File: src/chg_det_pkg.sv
// Package of constants and types for the upstream charger detection block
package chg_det_pkg;

    // Charger type codes reported by the detection sequence
    localparam logic [2:0] TYPE_NONE = 3'h0;
    localparam logic [2:0] TYPE_DCP = 3'h1;
    localparam logic [2:0] TYPE_CDP = 3'h2;
    localparam logic [2:0] TYPE_SDP = 3'h3;
    localparam logic [2:0] TYPE_LOW_CUR = 3'h4;
    localparam logic [2:0] TYPE_HIGH_CUR = 3'h5;
    localparam logic [2:0] TYPE_SUPER_CUR = 3'h6;

    // Two-bit detect output encodings
    localparam logic [1:0] DET_NONE = 2'h0;
    localparam logic [1:0] DET_VBUS = 2'h1;
    localparam logic [1:0] DET_CONFIGURED = 2'h2;
    localparam logic [1:0] DET_CHARGER = 2'h3;

    // Line probe codes presented by the analog comparators
    localparam logic [2:0] LINE_OPEN = 3'h0;
    localparam logic [2:0] LINE_SHORTED = 3'h1;
    localparam logic [2:0] LINE_REFLECT = 3'h2;
    localparam logic [2:0] LINE_PULLDOWN = 3'h3;
    localparam logic [2:0] LINE_DP20_DM20 = 3'h4;
    localparam logic [2:0] LINE_DP20_DM27 = 3'h5;
    localparam logic [2:0] LINE_DP27_DM20 = 3'h6;

    // Settling time of each probe step
    localparam int SETTLE_US = 40;
    localparam int CLK_MHZ = 25;
    localparam int SETTLE_CYC = SETTLE_US * CLK_MHZ;

    typedef enum logic [4:0] {
        ST_IDLE = 5'b00001,
        ST_PROBE = 5'b00010,
        ST_SETTLE = 5'b00100,
        ST_CLASSIFY = 5'b01000,
        ST_DONE = 5'b10000
    } det_state_t;

endpackage

File: src/upstream_charger_detect.sv
// Upstream charger detection state machine and charger detect outputs
`timescale 1ns/1ps
module upstream_charger_detect
    import chg_det_pkg::*;
#(
    parameter int SETTLE_CYCLES = SETTLE_CYC,
    parameter int CNT_W = 16
) (
    input wire logic core_clk_i,
    input wire logic rstn_i,
    // Stage and configuration levels
    input wire logic detect_enable_i,
    input wire logic enhanced_detect_enable_i,
    input wire logic charger_detect_stage_i,
    input wire logic wait_reference_clock_stage_i,
    input wire logic osc_detect_enable_i,
    input wire logic upstream_hsic_i,
    input wire logic [7:0] type_mask_i,
    input wire logic [1:0] pin_enable_i,
    input wire logic event_mode_i,
    // Device events and bus power
    input wire logic vbus_present_i,
    input wire logic configured_i,
    input wire logic suspend_i,
    // Software override of the probe drive and charger type, and interrupt clear
    input wire logic sw_override_i,
    input wire logic sw_probe_en_i,
    input wire logic [2:0] sw_type_i,
    input wire logic sw_type_load_i,
    input wire logic irq_clear_i,
    // Analog line classification from the upstream comparators
    input wire logic [2:0] line_code_i,
    output logic probe_en_o,
    output logic [2:0] charger_type_o,
    output logic [1:0] charger_detect_status_field_o,
    output logic [1:0] charger_detect_pins_o,
    output logic detect_done_o,
    output logic irq_o
);

    // ****************************************************
    // Reset release and input synchronisation
    // ****************************************************
    logic rst_meta_q;
    logic rst_n;

    always_ff @(posedge core_clk_i or negedge rstn_i)
    begin
        if (!rstn_i)
        begin
            rst_meta_q <= 1'b0;
            rst_n <= 1'b0;
        end
        else
        begin
            rst_meta_q <= 1'b1;
            rst_n <= rst_meta_q;
        end
    end

    // Line comparators and bus power are analog and asynchronous to the core clock
    // Bundle layout: line code in the low bits, bus power on top
    localparam int LINE_W = $bits(LINE_OPEN);
    localparam int SYNC_W = LINE_W + 1;
    localparam int VBUS_BIT = LINE_W;
    logic [SYNC_W-1:0] async_bundle;
    logic [SYNC_W-1:0] sync_bundle;
    logic [LINE_W-1:0] line_s;
    logic vbus_s;

    assign async_bundle = {vbus_present_i, line_code_i};

    sync2 #(
        .WIDTH(SYNC_W)
    ) u_sync (
        .core_clk_i(core_clk_i),
        .rst_n_i(rst_n),
        .async_i(async_bundle),
        .sync_o(sync_bundle)
    );

    assign line_s = sync_bundle[LINE_W-1:0];
    assign vbus_s = sync_bundle[VBUS_BIT];

    // ****************************************************
    // Detection state machine
    // ****************************************************
    det_state_t state_q, state_d;
    logic [CNT_W-1:0] cnt_q, cnt_d;
    logic [2:0] type_q, type_d;
    logic done_q, done_d;
    logic irq_q, irq_d;
    logic stage_q, stage_d;
    logic start;
    logic allowed;
    logic [2:0] classified;
    logic [2:0] line_prev_q;
    logic line_stable;

    // Oscillator mode lets the wait-for-clock stage start a run as well
    assign stage_d = charger_detect_stage_i
        | (wait_reference_clock_stage_i & osc_detect_enable_i);
    // Only a fresh stage entry starts a run; an HSIC upstream link never starts a hardware run
    assign allowed = detect_enable_i & ~upstream_hsic_i;
    assign start = stage_d & ~stage_q & allowed;
    // Code bits cross one by one, so a class waits for two samples to agree, for at most one settle period
    assign line_stable = (line_s == line_prev_q);

    always_comb
    begin
        unique case (line_s)
            LINE_SHORTED: classified = TYPE_DCP;
            LINE_PULLDOWN: classified = TYPE_SDP;
            LINE_REFLECT: classified = enhanced_detect_enable_i ? TYPE_CDP : TYPE_NONE;
            LINE_DP20_DM20: classified = TYPE_LOW_CUR;
            LINE_DP20_DM27: classified = TYPE_HIGH_CUR;
            LINE_DP27_DM20: classified = TYPE_SUPER_CUR;
            default: classified = TYPE_NONE;
        endcase
    end

    always_comb
    begin
        state_d = state_q;
        cnt_d = cnt_q;
        type_d = type_q;
        done_d = done_q;
        irq_d = irq_q & ~irq_clear_i;
        unique case (state_q)
            ST_IDLE:
            begin
                if (start)
                begin
                    state_d = ST_PROBE;
                    done_d = 1'b0;
                end
            end
            ST_PROBE:
            begin
                cnt_d = CNT_W'(SETTLE_CYCLES - 1);
                state_d = ST_SETTLE;
            end
            ST_SETTLE:
            begin
                if (cnt_q == '0)
                begin
                    state_d = ST_CLASSIFY;
                end
                else
                begin
                    cnt_d = cnt_q - 1'b1;
                end
            end
            ST_CLASSIFY:
            begin
                // A code still moving after another settle period is taken as it stands
                if (line_stable || cnt_q == CNT_W'(SETTLE_CYCLES - 1))
                begin
                    type_d = classified;
                    done_d = 1'b1;
                    cnt_d = '0;
                    state_d = ST_DONE;
                end
                else
                begin
                    cnt_d = cnt_q + 1'b1;
                end
            end
            ST_DONE:
            begin
                // Raise set wins over a simultaneous software clear
                irq_d = 1'b1;
                state_d = ST_IDLE;
            end
            default: state_d = ST_IDLE;
        endcase
        // No interlock: software may load a type at any stage
        if (sw_override_i && sw_type_load_i)
        begin
            type_d = sw_type_i;
        end
    end

    always_ff @(posedge core_clk_i or negedge rst_n)
    begin
        if (!rst_n)
        begin
            state_q <= ST_IDLE;
            cnt_q <= '0;
            type_q <= TYPE_NONE;
            done_q <= 1'b0;
            irq_q <= 1'b0;
            stage_q <= 1'b0;
            line_prev_q <= LINE_OPEN;
        end
        else
        begin
            state_q <= state_d;
            cnt_q <= cnt_d;
            type_q <= type_d;
            done_q <= done_d;
            irq_q <= irq_d;
            stage_q <= stage_d;
            line_prev_q <= line_s;
        end
    end

    // ****************************************************
    // Detect status field and pins
    // ****************************************************
    logic [1:0] field_q, field_d;
    logic [1:0] pins_q, pins_d;
    logic probe_q, probe_d;
    logic charger_hit;

    // Mask bit per type code decides whether a charger moves the pins
    assign charger_hit = (type_q != TYPE_NONE) & type_mask_i[type_q];

    always_comb
    begin
        if (charger_hit && !event_mode_i)
        begin
            field_d = DET_CHARGER;
        end
        else if (configured_i && !suspend_i)
        begin
            field_d = DET_CONFIGURED;
        end
        else if (vbus_s && !suspend_i)
        begin
            field_d = DET_VBUS;
        end
        else
        begin
            field_d = DET_NONE;
        end
    end

    always_ff @(posedge core_clk_i or negedge rst_n)
    begin
        if (!rst_n)
        begin
            field_q <= DET_NONE;
        end
        else
        begin
            field_q <= field_d;
        end
    end

    // Pins track the field a cycle later; a disabled pin is held low
    // Each bit is gated alone so either one can serve on a single pin
    for (genvar b = 0; b < $bits(field_q); b++)
    begin : g_pin
        assign pins_d[b] = field_q[b] & pin_enable_i[b];
    end

    always_ff @(posedge core_clk_i or negedge rst_n)
    begin
        if (!rst_n)
        begin
            pins_q <= DET_NONE;
        end
        else
        begin
            pins_q <= pins_d;
        end
    end

    // Probe drive: hardware run, or software with no interlock
    always_comb
    begin
        probe_d = (state_q == ST_PROBE) | (state_q == ST_SETTLE)
            | (sw_override_i & sw_probe_en_i);
    end

    always_ff @(posedge core_clk_i or negedge rst_n)
    begin
        if (!rst_n)
        begin
            probe_q <= 1'b0;
        end
        else
        begin
            probe_q <= probe_d;
        end
    end

    assign probe_en_o = probe_q;
    assign charger_type_o = type_q;
    assign charger_detect_status_field_o = field_q;
    assign charger_detect_pins_o = pins_q;
    assign detect_done_o = done_q;
    assign irq_o = irq_q;

endmodule

File: src/sync2.sv
// Two flip-flop synchroniser for a bundle of asynchronous levels
`timescale 1ns/1ps
module sync2 #(
    parameter int WIDTH = 1
) (
    input wire logic core_clk_i,
    input wire logic rst_n_i,
    input wire logic [WIDTH-1:0] async_i,
    output logic [WIDTH-1:0] sync_o
);

    logic [WIDTH-1:0] meta_q;
    logic [WIDTH-1:0] sync_q;

    always_ff @(posedge core_clk_i or negedge rst_n_i)
    begin
        if (!rst_n_i)
        begin
            meta_q <= '0;
            sync_q <= '0;
        end
        else
        begin
            meta_q <= async_i;
            sync_q <= meta_q;
        end
    end

    assign sync_o = sync_q;

endmodule

File: config.mk
export PLATFORM = sky130hd
export DESIGN_NAME = upstream_charger_detect
export DESIGN_NICKNAME = d
export VERILOG_FILES = /design/src/chg_det_pkg.sv /design/src/upstream_charger_detect.sv /design/src/sync2.sv
export SDC_FILE = /design/constraint.sdc
export NUM_CORES = 1
export LEC_CHECK = 0
export BUFFER_PORTS_ARGS = -buffer_cell sky130_fd_sc_hd__buf_2
export CORE_MARGIN = 4
export CORE_UTILIZATION = 55
export DETAILED_ROUTE_END_ITERATION = 12
export GPL_TIMING_DRIVEN = 0
export PLACE_DENSITY = 0.9
export RECOVER_POWER = 50
export SYNTH_ARGS = -nofsm -noshare
export SYNTH_HDL_FRONTEND = slang
export SYNTH_HIERARCHICAL = 1
export SYNTH_SLANG_ARGS = --single-unit
File: constraint.sdc
create_clock -name core_clk_i -period 1.6 [get_ports core_clk_i]
set_input_delay 0.08 -clock core_clk_i [delete_from_list [all_inputs] [get_ports core_clk_i]]
set_output_delay 0.08 -clock core_clk_i [all_outputs]
set_load 0.005 [all_outputs]
======== Yosys cells after proc, flatten, opt, wreduce, memory -nomap -nowiden ========
Cells that the tools add are included.
storage, ports and cells
  register bits ........................... 45
  input bits .............................. 32
  output and inout bits ................... 10
  word-level logic and storage cells ...... 87
cells by class
  $add $sub $neg .......................... 2
  order comparisons ....................... 1
  equality and inequality tests ........... 17
  multiplexer cells ....................... 21
  bitwise operators ....................... 15
  reductions and logical operators ........ 17
operator list
  cell                                                 count
  one-hot mux 16 bit (3 select lines)                  1
  two-way mux 16 bit                                   2
  one-hot mux 5 bit (4 select lines)                   1
  one-hot mux 3 bit (6 select lines)                   1
  adder 16 x 1 -> 16 bit (second input constant)       1
  == test 16 x 10 -> 1 bit (second input constant)     1
  zero test 16 bit                                     1
  subtractor 16 x 1 -> 16 bit (second input constant)  1
  two-way mux 5 bit                                    3
  AND 1 bit                                            9
  == test 3 bit (second input constant)                3
  two-way mux 3 bit                                    3
  != test 2 bit (second input constant)                4
  == test 3 x 2 -> 1 bit (second input constant)       2
  two-way mux 2 bit                                    3
  AND reduction 3 bit                                  2
  nonzero test 2 bit                                   3
  nonzero test 3 bit                                   2
  == test 5 x 1 -> 1 bit (second input constant)       1
  == test 5 x 2 -> 1 bit (second input constant)       1
  == test 5 x 3 -> 1 bit (second input constant)       1
  == test 5 x 4 -> 1 bit (second input constant)       1
  == test 5 bit (second input constant)                1
  two-way mux 1 bit                                    5
  other kinds (11)                                     20

======== Logic depth before layout (Yosys ltp) ========
  depth after elaboration ................. 6
  depth in mapped cells ................... 8
  mapped depth without buffers ............ 7

======== Hierarchy ========
Netlist, hierarchy kept.
modules (own cells, without submodules)
  module                   instances  cells an instance  area an instance (µm²)  seq. area each (µm²)
  upstream_charger_detect  1          254                2,328.5                 927.1
  sync2                    1          8                  200.2                   200.2

======== Worst setup path after synthesis ========
No wires, ideal clock.
  path kind ............................... reg-to-reg
  from .................................... register cnt_q[5]
  to ...................................... register cnt_q[5]
  setup time .............................. 0.121 ns
  data arrival time ....................... 2.166 ns
  required time ........................... 1.479 ns
  slack ................................... -0.687 ns
  stages on the path, launching flop included .. 8
  buffers on the path ..................... 3
  period minus slack after synthesis ...... 2.287 ns
  path through ............................ dfrtp_1 -> buf_6 -> or4_4 -> or4_4 -> buf_6 -> o21a_1 -> buf_6 -> a22o_1
between the ends
  longest elaborated chain between the ends .. 4
  elaborated cells on any way between the ends .. 10
  those cells by class .................... add/sub (2); eq/ne (2); mux (3); reduce/logical (3)
RTL lines
  item                                                                            line                            text
  start: declaration                                                              upstream_charger_detect.sv:89   logic [CNT_W-1:0] cnt_q, cnt_d;
  start signal: assignment                                                        upstream_charger_detect.sv:199  cnt_q <= cnt_d;
  parallel branches: the longest is 4 deep, another holds adder 16 x 1 -> 16 bit  -
Parallel ways; which one is timed is not known. The select of a mux whose other input is x is not followed.
A chain may end at the register's enable or synchronous reset.

======== Worst setup path in the final report ========
  from .................................... register cnt_q[6]
  to ...................................... register cnt_q[9]
Same word-level chain as after synthesis.

==> impl_metrics.xml <==
<?xml version="1.0" encoding="UTF-8"?>
<metrics>
  <group name="status">
    <metric name="status" unit="">finished, violations left</metric>
    <metric name="violations" unit="">setup timing</metric>
  </group>
  <group name="clocking">
    <metric name="clock_path_buffers" unit="">2</metric>
    <metric name="clockRootBuffer" unit="">sky130_fd_sc_hd__clkbuf_8</metric>
    <metric name="cts.clk_slew.worst_paths" unit="ns">0.10</metric>
    <metric name="cts_made_buffers" unit="">5</metric>
    <metric name="cts.sink_count" unit="">45</metric>
    <metric name="clock_latency_on_the_worst_skew_pair" unit="ns">0.31</metric>
    <metric name="tritoncts_clock_tree" unit="">yes</metric>
    <metric name="h_tree_depth" unit="">2</metric>
  </group>
  <group name="timing">
    <metric name="finalCritPeriodShare" unit="">1.42</metric>
    <metric name="grt_setup_unrepaired" unit="">yes</metric>
    <metric name="layout_setup_ws" unit="ns">-0.665</metric>
    <metric name="setup_viol_count_final" unit="">23</metric>
    <metric name="fin_hold_ws" unit="ns">0.00402</metric>
    <metric name="maxSlewViolCount" unit="">0</metric>
    <metric name="timing.final.hold_violations" unit="">0</metric>
    <metric name="fmax" unit="GHz">0.441</metric>
    <metric name="period_minus_slack" unit="ns">2.27</metric>
    <metric name="clk_skew" unit="ns">0.0112</metric>
    <metric name="slew_headroom" unit="">0.365</metric>
    <metric name="tightestPinTransition" unit="ns">0.952</metric>
  </group>
  <group name="worst_setup_path">
    <metric name="regToRegEndpoint" unit="">cnt_q[9]$_DFFE_PN0P_</metric>
    <metric name="endpoint_type_of_the_worst_setup_path" unit="">flip-flop</metric>
    <metric name="crit_required" unit="ns">1.78</metric>
    <metric name="worstPathArrival" unit="ns">2.45</metric>
    <metric name="start_to_end_type_of_the_worst_setup_path" unit="">reg -&gt; reg</metric>
    <metric name="origin_of_the_critical_flop_to_flop_path" unit="">cnt_q[6]$_DFFE_PN0P_</metric>
    <metric name="regToRegSetupSlack" unit="ns">-0.67</metric>
    <metric name="worst_r2r_path_depth" unit="">6</metric>
    <metric name="start_kind" unit="">flip-flop</metric>
    <metric name="crit_fanout" unit="">6</metric>
  </group>
  <group name="logic_synthesis">
    <metric name="synth_top_cell_by_area" unit="">sky130_fd_sc_hd__dfrtp_1</metric>
    <metric name="syn_area" unit="µm²">2530</metric>
    <metric name="syn-mean-instance-area" unit="µm²">9.65</metric>
    <metric name="synthSimpleGateAreaFrac" unit="">0.212</metric>
    <metric name="async_flop_share" unit="">1.00</metric>
    <metric name="post_synthesis_sequential_element_count" unit="">45</metric>
    <metric name="yosysSeqAreaShare" unit="">0.446</metric>
    <metric name="synth_top_family_by_area" unit="">compound AO/OA/AOI/OAI gates</metric>
    <metric name="count_of_flip_flops_with_a_built_in_enable_after_synthesis" unit="">0</metric>
    <metric name="post_synth_xor_area_fraction" unit="">0.0208</metric>
    <metric name="ys_types" unit="">59</metric>
    <metric name="yosys-mux-area-fraction" unit="">0.0173</metric>
    <metric name="synth_compound_gate_area_share" unit="">0.243</metric>
    <metric name="netlist_top_cells_area" unit="">sky130_fd_sc_hd__dfrtp_1 (44%), sky130_fd_sc_hd__nand2_1 (3.0%), sky130_fd_sc_hd__nor3_1 (2.8%)</metric>
    <metric name="yosysWarningCount" unit="">6</metric>
    <metric name="synth.most_common_cell" unit="">sky130_fd_sc_hd__dfrtp_1</metric>
    <metric name="main_synth_ff_type" unit="">sky130_fd_sc_hd__dfrtp_1</metric>
    <metric name="synth_adder_area_share" unit="">0.0148</metric>
    <metric name="top_cells_by_count_synth" unit="">sky130_fd_sc_hd__dfrtp_1 (44), sky130_fd_sc_hd__nand2_1 (20), sky130_fd_sc_hd__nor2_1 (16)</metric>
    <metric name="synth_top_area_frac" unit="">0.435</metric>
    <metric name="syn_nets" unit="">297</metric>
    <metric name="syn_inst" unit="">262</metric>
  </group>
  <group name="finish">
    <metric name="num-nets-final" unit="">380</metric>
    <metric name="area_of_all_placed_cells_without_fillers" unit="µm²">3510</metric>
    <metric name="filler_cell_count" unit="">252</metric>
    <metric name="num_antenna_cells" unit="">0</metric>
    <metric name="drive_above_1_share" unit="">0.376</metric>
    <metric name="flow.area_growth_from_synthesis" unit="%">38.9</metric>
    <metric name="utilization" unit="">0.796</metric>
  </group>
  <group name="drt">
    <metric name="drt_first_iter_violations" unit="">306</metric>
    <metric name="num_vias" unit="">2672</metric>
    <metric name="detail_route.wirelength" unit="µm">8380</metric>
    <metric name="avgViaCountPerCell" unit="">6.71</metric>
    <metric name="drc" unit="">0</metric>
    <metric name="first_pass_iters" unit="">4</metric>
    <metric name="post_drt_wl_per_cell" unit="µm">21.1</metric>
    <metric name="ant_nets" unit="">0</metric>
  </group>
  <group name="grt">
    <metric name="gr-usage-all-layers" unit="">0.267</metric>
    <metric name="largest_net_degree_at_the_start_of_global_routing" unit="">44</metric>
    <metric name="antenna_violations_before_repair" unit="">0</metric>
    <metric name="vias_in_the_first_global_route" unit="">2417</metric>
    <metric name="grt_overflow" unit="">0</metric>
    <metric name="grt_first_pass_wirelength" unit="µm">11600</metric>
  </group>
  <group name="run">
    <metric name="max_cap_violations" unit="">0</metric>
  </group>
  <group name="pwr">
    <metric name="power_leakage" unit="nW">1.47</metric>
    <metric name="cellPowerDensity" unit="nW/µm²">666</metric>
    <metric name="irDropWorstVdd" unit="mV">0.622</metric>
  </group>
  <group name="die">
    <metric name="die_x" unit="µm">75.8</metric>
    <metric name="row_count" unit="">24</metric>
    <metric name="io_pins" unit="">42</metric>
    <metric name="placeableCoreArea" unit="µm²">4410</metric>
    <metric name="floorplan.initialDensity" unit="">0.573</metric>
    <metric name="die_area" unit="µm²">5750</metric>
    <metric name="die_height" unit="µm">75.8</metric>
  </group>
  <group name="place">
    <metric name="hpwlAfterDp" unit="µm">4680</metric>
    <metric name="place_area" unit="µm²">2820</metric>
    <metric name="io_buffers" unit="">40</metric>
    <metric name="globalplace.congestion" unit="">0.936</metric>
    <metric name="dp_worst_setup_slack" unit="ns">-0.836</metric>
  </group>
  <group name="min_path">
    <metric name="hold_path_depth" unit="">2</metric>
    <metric name="worst_hold_path_type" unit="">in -&gt; reg</metric>
    <metric name="worst_hold_end" unit="">stage_q$_DFF_PN0_</metric>
    <metric name="hold_start" unit="">osc_detect_enable_i</metric>
  </group>
</metrics>
## state kept, by name, indices dropped and copies added, names as in the netlist
signal,count
cnt_q,16
state_q,5
u_sync/meta_q,4
u_sync/sync_o,4
charger_type_o,3
line_prev_q,3
charger_detect_pins_o,2
charger_detect_status_field_o,2
detect_done_o,1
irq_o,1
probe_en_o,1
rst_meta_q,1
rst_n,1
stage_q,1
## kinds of logic after synthesis
group,after synthesis
fa+ha+maj,3
flops,45
xor+xnor,6
simple gates,100
mux,3
buf+inv,23
other cells,1
compound gates,81
## metal layers
metal	vias to the layer above	global-route usage	share of wire
met4	0	0.115	0.039
met1	1296	0.350	0.37
met5	-	0	0
met2	173	0.424	0.51
li1	1167	-	-
met3	36	0.0620	0.086
## per-stage QoR
| step | power [mW] | setup TNS, ns | cells |
|---|---|---|---|
| after floorplan | 1.42 | -9.92 | 262 |
| after global placement | 1.52 | -21.69 | 354 |
| after detailed placement | 1.54 | -14.84 | 354 |
| after CTS | 2.29 | -11.31 | 391 |
| after global routing | 2.42 | -14.31 | 398 |
| final | 2.34 | -12.90 | 398 |
## critical path, cell delays in order (launching register included)
cell,delay [ns]
sky130_fd_sc_hd__dfrtp_2,0.43
sky130_fd_sc_hd__or4_4,0.58
sky130_fd_sc_hd__or4_4,0.52
sky130_fd_sc_hd__o21a_4,0.27
sky130_fd_sc_hd__buf_12,0.15
sky130_fd_sc_hd__a21boi_2,0.11
sky130_fd_sc_hd__o32ai_1,0.08
## final cells by class
type	instances	area, µm²	area share
flip-flops and latches	45	1130	0.323
plain buffers	8	66.3	0.0189
clock inverters	3	21.3	0.00605
clock buffers	5	68.8	0.0196
well taps	52	65.1	0.0185
multi-input cells	194	1520	0.432
inverters	11	41.3	0.0118
repair buffers	80	599	0.171
## layout by cell type (no fill, tap or decap), types with 5 or more instances in the layout
| cell type | count |
|---|---|
| sky130_fd_sc_hd__a21oi_1 | 9 |
| sky130_fd_sc_hd__a221oi_2 | 6 |
| sky130_fd_sc_hd__a22o_1 | 5 |
| sky130_fd_sc_hd__a31oi_1 | 5 |
| sky130_fd_sc_hd__buf_2 | 31 |
| sky130_fd_sc_hd__buf_4 | 15 |
| sky130_fd_sc_hd__buf_6 | 12 |
| sky130_fd_sc_hd__clkbuf_1 | 10 |
| sky130_fd_sc_hd__clkbuf_8 | 5 |
| sky130_fd_sc_hd__dfrtp_1 | 39 |
| sky130_fd_sc_hd__dfrtp_2 | 5 |
| sky130_fd_sc_hd__dlygate4sd3_1 | 12 |
| sky130_fd_sc_hd__inv_1 | 11 |
| sky130_fd_sc_hd__nand2_1 | 20 |
| sky130_fd_sc_hd__nand3_1 | 5 |
| sky130_fd_sc_hd__nand4_1 | 5 |
| sky130_fd_sc_hd__nor2_1 | 15 |
| sky130_fd_sc_hd__nor2b_1 | 5 |
| sky130_fd_sc_hd__nor3_1 | 11 |
| sky130_fd_sc_hd__o21ai_0 | 8 |
| sky130_fd_sc_hd__o21ai_2 | 8 |
| sky130_fd_sc_hd__or3_1 | 6 |
## power breakdown
part	switching (mW)	internal, mW
combinational	0.167	0.170
clock	0.422	0.310
sequential	0.0721	1.20
total	0.660	1.68
## worst max-delay path by stage
stage                     cells past startpoint                   from  slack (ns)                    end
after global routing                          5   cnt_q[6]$_DFFE_PN0P_       -0.72  cnt_q[14]$_DFFE_PN0P_
after global placement                        7  cnt_q[10]$_DFFE_PN0P_       -0.85   cnt_q[5]$_DFFE_PN0P_
after floorplan                               7  cnt_q[11]$_DFFE_PN0P_       -0.59   cnt_q[5]$_DFFE_PN0P_
final                                         6   cnt_q[6]$_DFFE_PN0P_       -0.67   cnt_q[9]$_DFFE_PN0P_
after detailed placement                      7  cnt_q[10]$_DFFE_PN0P_       -0.84   cnt_q[5]$_DFFE_PN0P_
after CTS                                     7   cnt_q[4]$_DFFE_PN0P_       -0.62   cnt_q[9]$_DFFE_PN0P_
## what timing repair did
item	4_1_cts	5_1_grt
resized for setup	34	33
pin swaps	17	14
setup buffers	19	7
hold buffers	12	0
endpoints found under the hold margin	13	0
setup endpoints to repair	24	24
cloned	0	2
(Power assumes the default switching activity.)
